## src/mport_defs.svh

```systemverilog
// Constants shared by the master port and the fabric end.
// Assumes inclusion by bare name from src/.
`ifndef MPORT_DEFS_SVH
`define MPORT_DEFS_SVH

`define ADDR_W 32
`define DATA_W 32
`define LANES_W 4
`define PRIO_W 6
`define LANES_ALL_ON 4'h0
`define LANES_ALL_OFF 4'hf
`define FIFO_DEPTH 16
`define WAIT_W 8

`endif

```

## src/mport_pkg.sv

```systemverilog
// Types for the master port link; only the master port uses them.
// Assumes mport_defs.svh is on the include path.
`include "mport_defs.svh"

package mport_pkg;
    typedef logic [`ADDR_W-1:0] addr_t;
    typedef logic [`DATA_W-1:0] word_t;
    typedef enum logic [2:0] {
        M_IDLE = 3'h1,
        M_BUSY = 3'h2,
        M_DONE = 3'h4
    } mstate_t;
endpackage

```

## src/mport_if.sv

```systemverilog
// Link between a master port and the interconnect fabric.
// Assumes both ends run on the one system clock.
`timescale 1ns/1ps
`include "mport_defs.svh"

interface mport_if;
    logic [`ADDR_W-1:0] address;
    logic [`LANES_W-1:0] byteenable_n;
    logic read_n;
    logic write_n;
    logic [`DATA_W-1:0] writedata;
    logic [`DATA_W-1:0] readdata;
    logic waitrequest;
    logic irq;
    logic [`PRIO_W-1:0] irq_prio;
    logic endofpacket;
    logic readdatavalid;
    logic flush;

    modport master (
        output address, byteenable_n, read_n, write_n, writedata, flush,
        input readdata, waitrequest, irq, irq_prio, endofpacket, readdatavalid
    );
    modport fabric (
        input address, byteenable_n, read_n, write_n, writedata, flush,
        output readdata, waitrequest, irq, irq_prio, endofpacket, readdatavalid
    );
endinterface

```

## src/bus_master_port.sv

```systemverilog
// Master port: fundamental zero-latency reads on the system interconnect.
// Assumes the fabric end drives waitrequest and readdata on the same clock.
//
// Overview of operation
// RQ1: All transfers synchronous to one clock.
// RQ2: Address output carries a byte address.
// RQ3: Optional active-low byte lane selects.
// RQ4: Read strobe paired with read word input.
// RQ5: Write strobe paired with write word.
// RQ6: Stall input holds master waiting.
// RQ7: Fabric drives interrupt request and priority.
// RQ8: Packet end input from slave side.
// RQ9: Returned-word-valid input for latent reads.
// RQ10: Cancel output discards pending latent reads.
// RQ11: Strobes and lane selects are active low.
// RQ12: Address, lanes, strobe driven after edge.
// RQ13: Fabric raises stall before next edge.
// RQ14: Outputs held while stall sampled high.
// RQ15: Capture read word when stall low.
// RQ16: New transfer may follow without idle.
// RQ17: Read strobe may stay low between reads.
// RQ18: Transfer lasts stall cycles plus one.
// RQ19: Stall sampled on every transfer cycle.
// RQ20: Reset behaviour is this design's own.
// RQ21: All lane selects active during reads.
// RQ22: No time-out; stall as long as told.
// RQ23: Address, lanes and strobes are registered.
`timescale 1ns/1ps
`include "mport_defs.svh"

module bus_master_port #(
    parameter int FIFO_DEPTH = `FIFO_DEPTH
) (
    input wire logic clk, // System clock
    input wire logic reset_n, // Synchronous reset
    mport_if.master bus, // Link to the fabric
    input wire logic [`ADDR_W-1:0] req_addr, // Byte address to read
    input wire logic req_valid, // Read request offered
    output logic req_ready, // Request taken this edge
    output logic [`DATA_W-1:0] rsp_data, // Returned word
    output logic rsp_valid, // Returned word valid
    input wire logic rsp_ready, // Consumer takes word
    output logic irq_pending, // Fabric interrupt seen
    output logic [`PRIO_W-1:0] irq_level, // Priority of interrupter
    output logic packet_end // Packet end flag seen
);
    // ----------------------------------------------------------------
    // Declarations
    // ----------------------------------------------------------------
    localparam int CREDIT_W = $clog2(FIFO_DEPTH) + 1;

    mport_pkg::mstate_t state;
    logic [`ADDR_W-1:0] addr_q;
    logic read_q;
    logic [CREDIT_W-1:0] credit;
    logic on_bus;
    logic have_room;
    logic done;
    logic take;
    logic pop;

    // ----------------------------------------------------------------
    // Helper functions
    // ----------------------------------------------------------------
    // Level on the wire of an active-low strobe [RQ11]
    function automatic logic strobe_level(input logic active);
        return !active;
    endfunction

    // Reads enable every lane; with no transfer all lanes are off
    function automatic logic [`LANES_W-1:0] lane_level(input logic active);
        return active ? `LANES_ALL_ON : `LANES_ALL_OFF;
    endfunction

    // ----------------------------------------------------------------
    // Request handshake
    // ----------------------------------------------------------------
    assign on_bus = (state == mport_pkg::M_BUSY);
    // A transfer ends on the first edge where stall is low [RQ15] [RQ19]
    assign done = on_bus && !bus.waitrequest;
    assign pop = rsp_valid && rsp_ready;
    // Room counts the word still on the bus as well: once stall drops the
    // fabric cannot be refused, so a word must never meet a full buffer
    assign have_room = (credit != CREDIT_W'(FIFO_DEPTH));
    assign take = req_valid && have_room && (!on_bus || done);
    assign req_ready = take; // [RQ16]

    // ----------------------------------------------------------------
    // Buffer credits
    // ----------------------------------------------------------------
    // Words buffered plus the one in flight; never above FIFO_DEPTH
    always_ff @(posedge clk) begin
        if (!reset_n) begin
            credit <= '0;
        end else begin
            credit <= credit + CREDIT_W'(take) - CREDIT_W'(pop);
        end
    end

    // ----------------------------------------------------------------
    // Transfer state
    // ----------------------------------------------------------------
    // M_DONE marks the cycle after a transfer that had no successor;
    // outputs are idle there and a new request may start at once
    always_ff @(posedge clk) begin
        if (!reset_n) begin
            state <= mport_pkg::M_IDLE; // [RQ20]
        end else begin
            case (state)
                mport_pkg::M_IDLE: begin
                    if (take) begin
                        state <= mport_pkg::M_BUSY;
                    end
                end
                mport_pkg::M_BUSY: begin
                    // No time-out: stay as long as stall is held [RQ22] [RQ6]
                    if (done && !take) begin
                        state <= mport_pkg::M_DONE;
                    end
                end
                mport_pkg::M_DONE: begin
                    if (take) begin
                        state <= mport_pkg::M_BUSY;
                    end else begin
                        state <= mport_pkg::M_IDLE;
                    end
                end
                default: begin
                    state <= mport_pkg::M_IDLE;
                end
            endcase
        end
    end

    // ----------------------------------------------------------------
    // Registered bus outputs [RQ23]
    // ----------------------------------------------------------------
    // Loaded when a request is taken and cleared when a transfer ends,
    // neither of which happens while stalled, so address and strobe hold through wait states [RQ14]
    always_ff @(posedge clk) begin
        if (!reset_n) begin
            addr_q <= '0;
        end else if (take) begin
            addr_q <= req_addr; // [RQ2] [RQ12]
        end else if (done) begin
            addr_q <= '0; // [RQ15]
        end
    end

    always_ff @(posedge clk) begin
        if (!reset_n) begin
            read_q <= 1'b0;
        end else if (take) begin
            read_q <= 1'b1; // Stays active across back-to-back reads [RQ17]
        end else if (done) begin
            read_q <= 1'b0;
        end
    end

    assign bus.address = addr_q;
    assign bus.read_n = strobe_level(read_q); // [RQ4] [RQ11]
    assign bus.byteenable_n = lane_level(read_q); // [RQ21] [RQ3]
    assign bus.write_n = strobe_level(1'b0); // Read-only master [RQ5]
    assign bus.writedata = '0;
    assign bus.flush = 1'b0; // No latent reads issued [RQ10]

    // ----------------------------------------------------------------
    // Result buffer
    // ----------------------------------------------------------------
    // Credits guarantee room, so the buffer's own ready is not needed
    word_fifo #(.WIDTH(`DATA_W), .DEPTH(FIFO_DEPTH)) i_word_fifo (
        .clk(clk),
        .reset_n(reset_n),
        .in_data(bus.readdata),
        .in_valid(done), // Word captured at end of transfer [RQ18]
        .in_ready(),
        .out_data(rsp_data),
        .out_valid(rsp_valid),
        .out_ready(rsp_ready)
    );

    // ----------------------------------------------------------------
    // Side-band inputs from the fabric
    // ----------------------------------------------------------------
    // Each copied once so that the outputs come straight from flip-flops;
    // the fabric end drives them on the same clock, so no synchroniser
    always_ff @(posedge clk) begin
        if (!reset_n) begin
            irq_pending <= 1'b0;
        end else begin
            irq_pending <= bus.irq; // [RQ7]
        end
    end

    always_ff @(posedge clk) begin
        if (!reset_n) begin
            irq_level <= '0;
        end else begin
            irq_level <= bus.irq_prio; // [RQ7]
        end
    end

    always_ff @(posedge clk) begin
        if (!reset_n) begin
            packet_end <= 1'b0;
        end else begin
            packet_end <= bus.endofpacket; // [RQ8]
        end
    end
endmodule

```

## src/word_fifo.sv

```systemverilog
// Parameterised FIFO with valid/ready on both sides.
// Assumes one clock and a synchronous active-low reset.
`timescale 1ns/1ps

module word_fifo #(
    parameter int WIDTH = 32,
    parameter int DEPTH = 16
) (
    input wire logic clk, // System clock
    input wire logic reset_n, // Synchronous reset
    input wire logic [WIDTH-1:0] in_data, // Write word
    input wire logic in_valid, // Write offered
    output logic in_ready, // Room available
    output logic [WIDTH-1:0] out_data, // Head word
    output logic out_valid, // Head valid
    input wire logic out_ready // Head taken
);
    localparam int AW = $clog2(DEPTH);

    logic [WIDTH-1:0] mem [DEPTH];
    logic [AW-1:0] wr_ptr;
    logic [AW-1:0] rd_ptr;
    logic [AW:0] count;
    logic push;
    logic pop;

    assign in_ready = (count != DEPTH[AW:0]);
    assign out_valid = (count != '0);
    assign push = in_valid && in_ready;
    assign pop = out_valid && out_ready;
    assign out_data = mem[rd_ptr];

    always_ff @(posedge clk) begin
        if (push) begin
            mem[wr_ptr] <= in_data;
        end
    end

    always_ff @(posedge clk) begin
        if (!reset_n) begin
            wr_ptr <= '0;
            rd_ptr <= '0;
            count <= '0;
        end else begin
            if (push) begin
                wr_ptr <= (wr_ptr == AW'(DEPTH - 1)) ? '0 : wr_ptr + 1'b1;
            end
            if (pop) begin
                rd_ptr <= (rd_ptr == AW'(DEPTH - 1)) ? '0 : rd_ptr + 1'b1;
            end
            count <= count + (AW+1)'(push) - (AW+1)'(pop);
        end
    end
endmodule

```

## src/flat_wrapper.sv

```systemverilog
// flat-port wrapper written by rule: the top's interface ports become plain ports
module bus_master_port_flat 
#(
    parameter int FIFO_DEPTH = `FIFO_DEPTH
)
  (clk, reset_n, req_addr, req_valid, req_ready, rsp_data, rsp_valid, rsp_ready, irq_pending, irq_level, packet_end, bus_address, bus_byteenable_n, bus_read_n, bus_write_n, bus_writedata, bus_flush, bus_readdata, bus_waitrequest, bus_irq, bus_irq_prio, bus_endofpacket, bus_readdatavalid);
  mport_if bus_i ();
  input wire logic clk;
  input wire logic reset_n;
  input wire logic [`ADDR_W-1:0] req_addr;
  input wire logic req_valid;
  output logic req_ready;
  output logic [`DATA_W-1:0] rsp_data;
  output logic rsp_valid;
  input wire logic rsp_ready;
  output logic irq_pending;
  output logic [`PRIO_W-1:0] irq_level;
  output logic packet_end;
  output wire logic [$bits(bus_i.address)-1:0] bus_address;
  output wire logic [$bits(bus_i.byteenable_n)-1:0] bus_byteenable_n;
  output wire logic [$bits(bus_i.read_n)-1:0] bus_read_n;
  output wire logic [$bits(bus_i.write_n)-1:0] bus_write_n;
  output wire logic [$bits(bus_i.writedata)-1:0] bus_writedata;
  output wire logic [$bits(bus_i.flush)-1:0] bus_flush;
  input wire logic [$bits(bus_i.readdata)-1:0] bus_readdata;
  input wire logic [$bits(bus_i.waitrequest)-1:0] bus_waitrequest;
  input wire logic [$bits(bus_i.irq)-1:0] bus_irq;
  input wire logic [$bits(bus_i.irq_prio)-1:0] bus_irq_prio;
  input wire logic [$bits(bus_i.endofpacket)-1:0] bus_endofpacket;
  input wire logic [$bits(bus_i.readdatavalid)-1:0] bus_readdatavalid;
  assign bus_address = bus_i.address;
  assign bus_byteenable_n = bus_i.byteenable_n;
  assign bus_read_n = bus_i.read_n;
  assign bus_write_n = bus_i.write_n;
  assign bus_writedata = bus_i.writedata;
  assign bus_flush = bus_i.flush;
  assign bus_i.readdata = bus_readdata;
  assign bus_i.waitrequest = bus_waitrequest;
  assign bus_i.irq = bus_irq;
  assign bus_i.irq_prio = bus_irq_prio;
  assign bus_i.endofpacket = bus_endofpacket;
  assign bus_i.readdatavalid = bus_readdatavalid;
  bus_master_port #(.FIFO_DEPTH(FIFO_DEPTH)) u_core (.clk(clk), .reset_n(reset_n), .bus(bus_i), .req_addr(req_addr), .req_valid(req_valid), .req_ready(req_ready), .rsp_data(rsp_data), .rsp_valid(rsp_valid), .rsp_ready(rsp_ready), .irq_pending(irq_pending), .irq_level(irq_level), .packet_end(packet_end));
endmodule
```

## config.mk

```make
export PLATFORM = sky130hd
export DESIGN_NAME = bus_master_port_flat
export DESIGN_NICKNAME = d
export VERILOG_FILES = /design/src/mport_pkg.sv /design/src/mport_if.sv /design/src/bus_master_port.sv /design/src/word_fifo.sv /design/src/flat_wrapper.sv
export VERILOG_INCLUDE_DIRS = /design/src /design/src/src
export SDC_FILE = /design/constraint.sdc
export NUM_CORES = 1
export LEC_CHECK = 0
export BUFFER_PORTS_ARGS = -buffer_cell sky130_fd_sc_hd__buf_2
export CAP_MARGIN = 20
export CORE_AREA = 2 2 216 239
export DETAILED_ROUTE_END_ITERATION = 8
export DIE_AREA = 0 0 218 241
export PLACE_DENSITY = 0.64
export SLEW_MARGIN = 15
export SYNTH_ARGS = -nofsm -noshare
export SYNTH_HDL_FRONTEND = slang
export SYNTH_HIERARCHICAL = 1
export SYNTH_SLANG_ARGS = --single-unit
```

## constraint.sdc

```tcl
create_clock -name clk -period 2.7 [get_ports clk]
set_clock_uncertainty 0.15 [all_clocks]
set_input_delay 0.27 -clock clk [delete_from_list [all_inputs] [get_ports clk]]
set_output_delay 0.27 -clock clk [all_outputs]
set_load 0.005 [all_outputs]
```

Word-level counts from Yosys, hierarchy flattened
Memories as Yosys holds them, arrays and structs flattened. A register that Yosys moved wholly into a read port is not among the register bits. Cells that the tools add are included.

Word-level logic and storage cells: 55. Bits in writable memories: 512. Output and inout port bits: 113. Bits of input ports: 78. Bits in registers: 62. Memories: 1.

Reduce and logical (&&, ||, !) cells: 14. Multiplexer cells: 15. Add/subtract/negate cells: 6. Eq/ne operators: 9.

Memories: u_core.i_word_fifo.mem (depth 16, width 32, read ports 1, clocked after Yosys merged registers in 1, wr ports 1, line word_fifo.sv:20) `logic [WIDTH-1:0] mem [DEPTH];`.

Operators with widths (number): $mux 32 (2); $mux 4 (5); $add 5x1->5 (2); $ne 5x5->1 const B (2); $sub 5x1->5 (2); $pmux 3 s3 (1); $add 4x1->4 const B (2); $eq 4x4->1 const B (2); $logic_and 1x1->1 (6); $mux 3 (2); $reduce_bool 5->1 (1); $logic_not 1->1 (4); $mux 1 (4); $eq 3x1->1 const B (1); $eq 3x2->1 const B (1); $eq 3x3->1 const B (1); $mux 2 (1); $ne 2x1->1 const B (1); $ne 2x2->1 const B (1); $reduce_and 2->1 (1); $reduce_bool 2->1 (1); $logic_or 1x1->1 (1).

Longest topological paths before layout
Gate-level depths: netlist (run 1).

Depth in word-level cells: 8. Gate-level depth with buffers: 14. Mapped depth without buffers: 14.

By module
Netlist (run 1), hierarchy kept.

By module, submodules not included: word_fifo (instances 1, cells an instance 892, sequential area each 15715.1 sq um, area an instance 20046.7 sq um); bus_master_port (instances 1, cells an instance 255, sequential area each 980.9 sq um, area an instance 2284.7 sq um).

Worst setup path after synthesis (run 1)
Ideal clock, no wire load.

Kind: flip-flop to flip-flop. Start: register u_core.i_word_fifo.count[3]. End: register u_core.i_word_fifo.count[4]. Arrival: 2.688 ns. Stages on the path, launching flop included: 15. Setup slack: -0.254 ns. Library setup time: 0.116 ns. Required time: 2.434 ns. Path through: dfxtp_1 -> inv_1 -> ha_1 -> or4b_1 -> nand2_1 -> inv_1 -> ha_1 -> inv_1 -> ha_1 -> inv_1 -> fa_1 -> nand2b_1 -> a21oi_1 -> o21ai_0 -> and3b_1.

Elaborated cells on any way between the ends: 6. Those cells by class: add/sub: 2; eq/ne: 1; reduce/logical: 3.

RTL lines: from (decl) (line word_fifo.sv:23) `logic [AW:0] count;`; from (signal assigned) (line word_fifo.sv:51) `count <= count + (AW+1)'(push) - (AW+1)'(pop);`; $reduce_bool 5->1 (line word_fifo.sv:28) `assign out_valid = (count != '0);`; net rsp_valid (line flat_wrapper.sv:14) `output logic rsp_valid;`; $logic_and 1x1->1 (line word_fifo.sv:30) `assign pop = out_valid && out_ready;`; $sub 5x1->5 (line word_fifo.sv:51).

The timed path passes the listed nets, and every way through them passes these cells. A chain may end at the register's enable or synchronous reset.

==> out/results.ini, run 1 <==
[run]
cap_violations = 0

[floorplanning]
coreArea_sq_mm = 0.0499
die_area_sq_mm = 0.0525
fp-row-count = 86
io_pins = 191
start_util_pct = 44.7
die_h_microns = 241
die_w_microns = 218

[logic_synthesis]
postSynthAreaPerCell_sq_um = 19.5
yosysTopAreaCell = edfxtp_1
synth_top_area_share_pct = 68.8
syn-cell-area_sq_mm = 0.0223
yosys.cell_types.count = 41
synth-seq-cells = 578
synth_edf_count = 512
synth_flop_cell = edfxtp_1
async_flop_share_pct = 0
synth_seq_area_share_pct = 74.8
yosysWarnings = 6
synth.area.top_cells = edfxtp_1 69%, mux4_2 13%, dfxtp_1 5.9%, a22oi_1 2.2%, buf_4 1.6%
syn_inst = 1147

[route]
routed_via_density = 5.48
wl_per_cell_microns = 23.1
route.detailed.drc = 0
dr.first_iter.drc_count = 990
vias = 11800
drt_pass1_iterations = 5
routed_wl_microns = 49900
ant_nets = 0

[clock_network]
ctsRootBufferMaster = clkbuf_16
cts_tree = built
insertion_delay_ps = 610
htree_levels = 2
cts_sinks = 578
clk_pin_slew_ps = 70
cts_inserted_buffers = 55
clockBufferDepth = 3

[pwr]
power_leakage_nw = 9.25
peakVddDrop_uv = 694
powerDensity_mw_per_mm2 = 780
power_w = 0.0216

[sta]
worst-slew-pin-transition_ps = 511
max_slew_margin_pct = 65.9
slew_viol_final = 0
hold_violations = 0
period_share_pct = 103
fin_ws_ps = -88.5
setup_viol = 20
fmax_mhz = 359
rsz0062_at_grt = true
fin_crit_ps = 2790
tns_ps = -614

[worst_hold_path]
hold_depth = 3
hold_class = primary input to flip-flop

[global_route]
grt_usage_pct = 19.1
antenna_found_initial = 2
first_global_vias = 12200
grt_max_degree = 38
grt_pass1_wl_microns = 74500
grt-ovfl-total = 0

[final_layout]
area_growth_pct = 24.1
fin_util_pct = 55.5
finalInstanceArea_sq_mm = 0.0277
drive_gt1_share_pct = 37.0
fin_cells = 2155
nets = 1548
n_fill_cell = 3789

[worst_setup_path]
criticalPathCategory = flip-flop to output port
startpoint_type = flip-flop
r2r_slack_ps = -60
end_kind = output port
r2r_cells = 13
cp_data_arrival_time_ps = 2370
worstPathMaxFanout = 6
required_ps = 2280

[run_status]
outcome = finished with violations
violations = setup timing

[placement]
port_buffers = 155
place.gp.congestion = 0.744
dp_cells = 1944
place_hpwl_microns = 24200
dpl_cell_area_sq_mm = 0.0243

==> critical path: stages (launching register included) <==
cell and delay (ps):
dfxtp_4 390, buf_12 160, buf_12 130, buf_16 120, mux4_2 490, a22oi_1 210, nand2_1 110, buf_2 140
==> layout make-up <==
| class | count | area [sq um] | area share, % |
|---|---|---|---|
| Inverter | 20 | 80.1 | 0.289 |
| Multi-Input combinational cell | 484 | 5570 | 20.1 |
| Antenna cell | 2 | 5.00 | 0.0181 |
| Tap cell | 660 | 826 | 2.98 |
| Timing Repair Buffer | 312 | 2800 | 10.1 |
| Clock inverter | 25 | 213 | 0.768 |
| Clock buffer | 74 | 1510 | 5.45 |
| Sequential cell | 578 | 16700 | 60.3 |
==> where the power goes <==
part,switching [W],total [W],internal [W]
Sequential,0.000134,0.0100,0.00989
Clock,0.00325,0.00737,0.00412
Combinational,0.00185,0.00423,0.00238
==> metrics by stage <==
stage                     setup WS [ps]  hold slack [ps]
after floorplan                   -21.4              219
after global placement            -72.5              307
after detailed placement           -113              314
after CTS                          -130              208
after global routing               -186              248
final                             -88.5              249
==> worst paths after layout <==
| check | startpoint | endpoint |
|---|---|---|
| setup / recovery | flip-flop | rsp_data[13] |
| hold / removal | bus_irq_prio[4] | u_core/irq_level[4]$_SDFF_PN0_ |
| setup reg to reg | u_core/i_word_fifo/count[2]$_SDFF_PN0_ | u_core/credit[4]$_SDFF_PN0_ |
| hold reg to reg | u_core/bus.address[25]$_SDFFE_PN0P_ | u_core/bus.address[25]$_SDFFE_PN0P_ |
==> cells in the final DEF (no fill, tap or decap), types with 13 or more instances in the layout <==
master         Yosys  final
nand2_1           76     65
and2_1            28     14
a21boi_1          28     28
a22oi_1           64     13
dfxtp_1           66     62
o21ai_0           35     33
conb_1             2     34
a22oi_2            0     51
buf_12             0     31
buf_4             47     32
edfxtp_1         512    512
mux4_2           128    128
and2_2             0     13
inv_1             20     13
dlygate4sd3_1      0     77
buf_2             10    151
clkbuf_16          0     58
clkbuf_1          30     15
==> logic make-up (layout without fill, tap and decap cells) <==
family / Yosys count / count (layout) / share of synthesized area (%)
and+or+nand+nor: 146 / 146 / 3.32
other: 2 / 36 / 0.0336
xor gates and xnor gates: 6 / 6 / 0.235
DFF: 578 / 578 / 74.8
adders and majority gates: 19 / 19 / 1.13
muxes: 128 / 128 / 12.9
buffers and inverters: 117 / 431 / 2.95
AOI/OAI and AO/OA: 151 / 151 / 4.66
==> synth_stat cells (all sizes together) (2+ instances only) <==
cell type  instances
xor2               2
mux4             128
a21oi              8
and3               7
and3b              3
ha                17
and4bb             2
o21ai             35
nor4b              2
nand2b             5
nand3              5
nand2             76
dfxtp             66
inv               20
clkbuf            30
buf               67
nor3b              2
edfxtp           512
fa                 2
a21boi            36
and2              28
conb               2
nor2b              6
nor3               5
a22oi             64
xnor2              4
a311o              2
nor2               2
a21o               2
==> state kept, by name, indices dropped and copies added, names as in the netlist, named ones only <==
register and count:
u_core/bus.address 32, u_core/read_q 1, u_core/i_word_fifo/mem 512, u_core/irq_level 6, u_core/packet_end 1, u_core/i_word_fifo/rd_ptr 4, u_core/irq_pending 1, u_core/i_word_fifo/count 5
u_core/state 3, u_core/i_word_fifo/wr_ptr 4, u_core/credit 5
==> routing by layer <==
metal	share of wire (%)	vias to the layer above	GRT usage, %
met5	0	-	0
met4	2.0	0	4.60
met3	6.6	77	3.81
met2	50	396	32.3
met1	41	6197	25.7
li1	-	5149	-
==> what timing repair did <==
| item | CTS | global route |
|---|---|---|
| gates resized for setup | 67 | 37 |
| hold buffers | 77 | 0 |
| pin swaps | 41 | 39 |
| setup endpoints to repair | 33 | 59 |
| buffers inserted | 25 | 3 |
| gates cloned | 10 | 1 |
| hold endpoints to repair | 561 | 0 |
Note: power is estimated with default switching activity, not from simulation.
==> inputs of run 2 (changes only) <==
==> constraint.sdc (replaced) <==
create_clock -name clk -period 2.3 [get_ports clk]
set_clock_uncertainty 0.15 [all_clocks]
set_input_delay 0.23 -clock clk [delete_from_list [all_inputs] [get_ports clk]]
set_output_delay 0.23 -clock clk [all_outputs]
set_load 0.005 [all_outputs]
==> run 2 against run 1 <==
  * The flow still finishes with violations (setup timing)
  * Core utilization is 1.9 points higher
  * Worst setup slack worse by 360 ps
  * Final cell count is 2.8% higher
  * Sequential share of layout area is 2.0 points lower
  * Wire length is 0.85% higher
  * Die area stayed put
  * Highest routed layer is now met5
  * Non-clock buffer count is 59 higher
  * Critical path type unchanged
==> out/results.ini, run 2 (synthesized netlist as in run 1, its figures left out) <==
[run_status]
outcome = finished with violations
violations = setup timing

[sta]
max_slew_margin_pct = 50.8
slew_viol_final = 0
tns_ps = -14260
period_share_pct = 120
worst-slew-pin-transition_ps = 738
fin_crit_ps = 2750
hold_violations = 0
setup_viol = 41
rsz0062_at_grt = true
fmax_mhz = 364
fin_ws_ps = -449

[worst_setup_path]
required_ps = 1920
end_kind = output port
slowest_delay_ps = 520
worstPathMaxFanout = 13
cp_data_arrival_time_ps = 2370
path_delay_family = multiplexers
cp_slowest_cell = mux4_2
criticalPathCategory = flip-flop to output port
critPathBufInv = 3
crit_chain = buf_12 -> buf_16 -> mux4_2 -> a22oi_2 -> nand2_1 -> buf_2
startpoint_type = flip-flop

[final_layout]
fin_cells = 2215
layout_common_cells = 512 x edfxtp_1, 152 x buf_2, 128 x mux4_2, 77 x dlygate4sd3_1, 68 x nand2_1
layout_commonest_cell = edfxtp_1
area_growth_pct = 28.3
finalInstanceArea_sq_mm = 0.0286
largest_reg_flops = 512
n_fill_cell = 3701
diodes = 0
nets = 1608
drive_gt1_share_pct = 40.4
regMostFlops = u_core/i_word_fifo/mem

[route]
routed_wl_microns = 50300
ant_nets = 0
route.detailed.drc = 0
dr.first_iter.drc_count = 790
vias = 12000
wl_per_cell_microns = 22.7
drt_pass1_iterations = 5
routed_via_density = 5.42

[floorplanning]
coreArea_sq_mm = 0.0499
io_pins = 191
fp-row-count = 86
die_w_microns = 218
die_h_microns = 241
die_area_sq_mm = 0.0525
start_util_pct = 44.7

[clock_network]
ctsRootBufferMaster = clkbuf_16
htree_levels = 2
clockBufferDepth = 3
cts_tree = built
clk_pin_slew_ps = 60
insertion_delay_ps = 610
cts_sinks = 578
cts_inserted_buffers = 56

[placement]
place.gp.congestion = 0.772
dpl_cell_area_sq_mm = 0.0250
place_hpwl_microns = 29100
port_buffers = 155
dp_cells = 1992

[global_route]
grt_pass1_wl_microns = 75400
grt_max_degree = 52
first_global_vias = 12600
antenna_found_initial = 2
grt_usage_pct = 19.2
grt-ovfl-total = 0

[worst_hold_path]
hold_class = primary input to flip-flop

[pwr]
peakVddDrop_uv = 551
powerDensity_mw_per_mm2 = 908
power_leakage_nw = 9.71

[run]
cap_violations = 0

## run 2: cell count changes in the layout (fill, tap and decap cells not counted), sizes merged
cell / before / now
inv: 22 / 23
clkinv: 17 / 22
buf: 234 / 289
bufinv: 2 / 6
diode: 2 / 0
clkbuf: 75 / 69
clkinvlp: 4 / 6
bufbuf: 0 / 1
## run 2: layout make-up
type	count	area, sq um	share of cell area [%]
flip-flops and latches	578	16700	58.3
multi-input cells	484	5620	19.6
repair buffers	371	3600	12.6
clock buffers	65	1440	5.01
well taps	660	826	2.88
clock inverters	37	373	1.30
inverters	20	75.1	0.262
## run 2: final timing paths
path | from | endpoint | slack [ps] | depth (start not counted)
max reg2reg | u_core/i_word_fifo/count[3]$_SDFF_PN0_ | u_core/credit[4]$_SDFF_PN0_ | -420 | 13
min | bus_endofpacket | u_core/packet_end$_SDFF_PN0_ | 210 | 3
min reg2reg | u_core/bus.address[26]$_SDFFE_PN0P_ | u_core/bus.address[26]$_SDFFE_PN0P_ | 320 | 2
max | flip-flop | rsp_data[22] | -450 | 6
## run 2: worst min-delay path, delay by kind of cell
family                 cells  cell delay, ps
buffers and inverters      2             610
AND/OR/NAND/NOR            1             100
## run 2: stage by stage
step | hold slack (ps) | utilization, % | total power, W | setup WS [ps]
final | 214 | 57.4 | 0.0260 | -449
after global routing | 185 | 57.4 | 0.0271 | -549
after CTS | 174 | 56.6 | 0.0259 | -516
after detailed placement | 289 | 50.0 | 0.0161 | -453
after global placement | 284 | 50.0 | 0.0160 | -426
after floorplan | 179 | - | 0.0147 | -386
## run 2: what timing repair did
action,in CTS,in global routing
hold buffers,77,0
cloned,7,4
pin swaps,18,39
resized for setup,63,54
endpoints found under the hold margin,576,0
setup endpoints to repair,176,360
buffers inserted,19,19
## run 2: where the power goes
| group | internal, W | switching, W |
|---|---|---|
| logic | 0.00300 | 0.00227 |
| registers | 0.0116 | 0.000122 |
| clock network | 0.00515 | 0.00386 |
## run 2: per-layer routing
metal  vias to the layer above  track usage (%)  wire length (microns)  part of all wire (%)
li1                       5273                -                      -                     -
met1                      6258             25.4                  20900                    42
met2                       384             32.9                  25500                    51
met3                        85             3.50                   2730                   5.4
met4                         4             4.78                   1090                   2.2
met5                         -                0                     27                 0.054
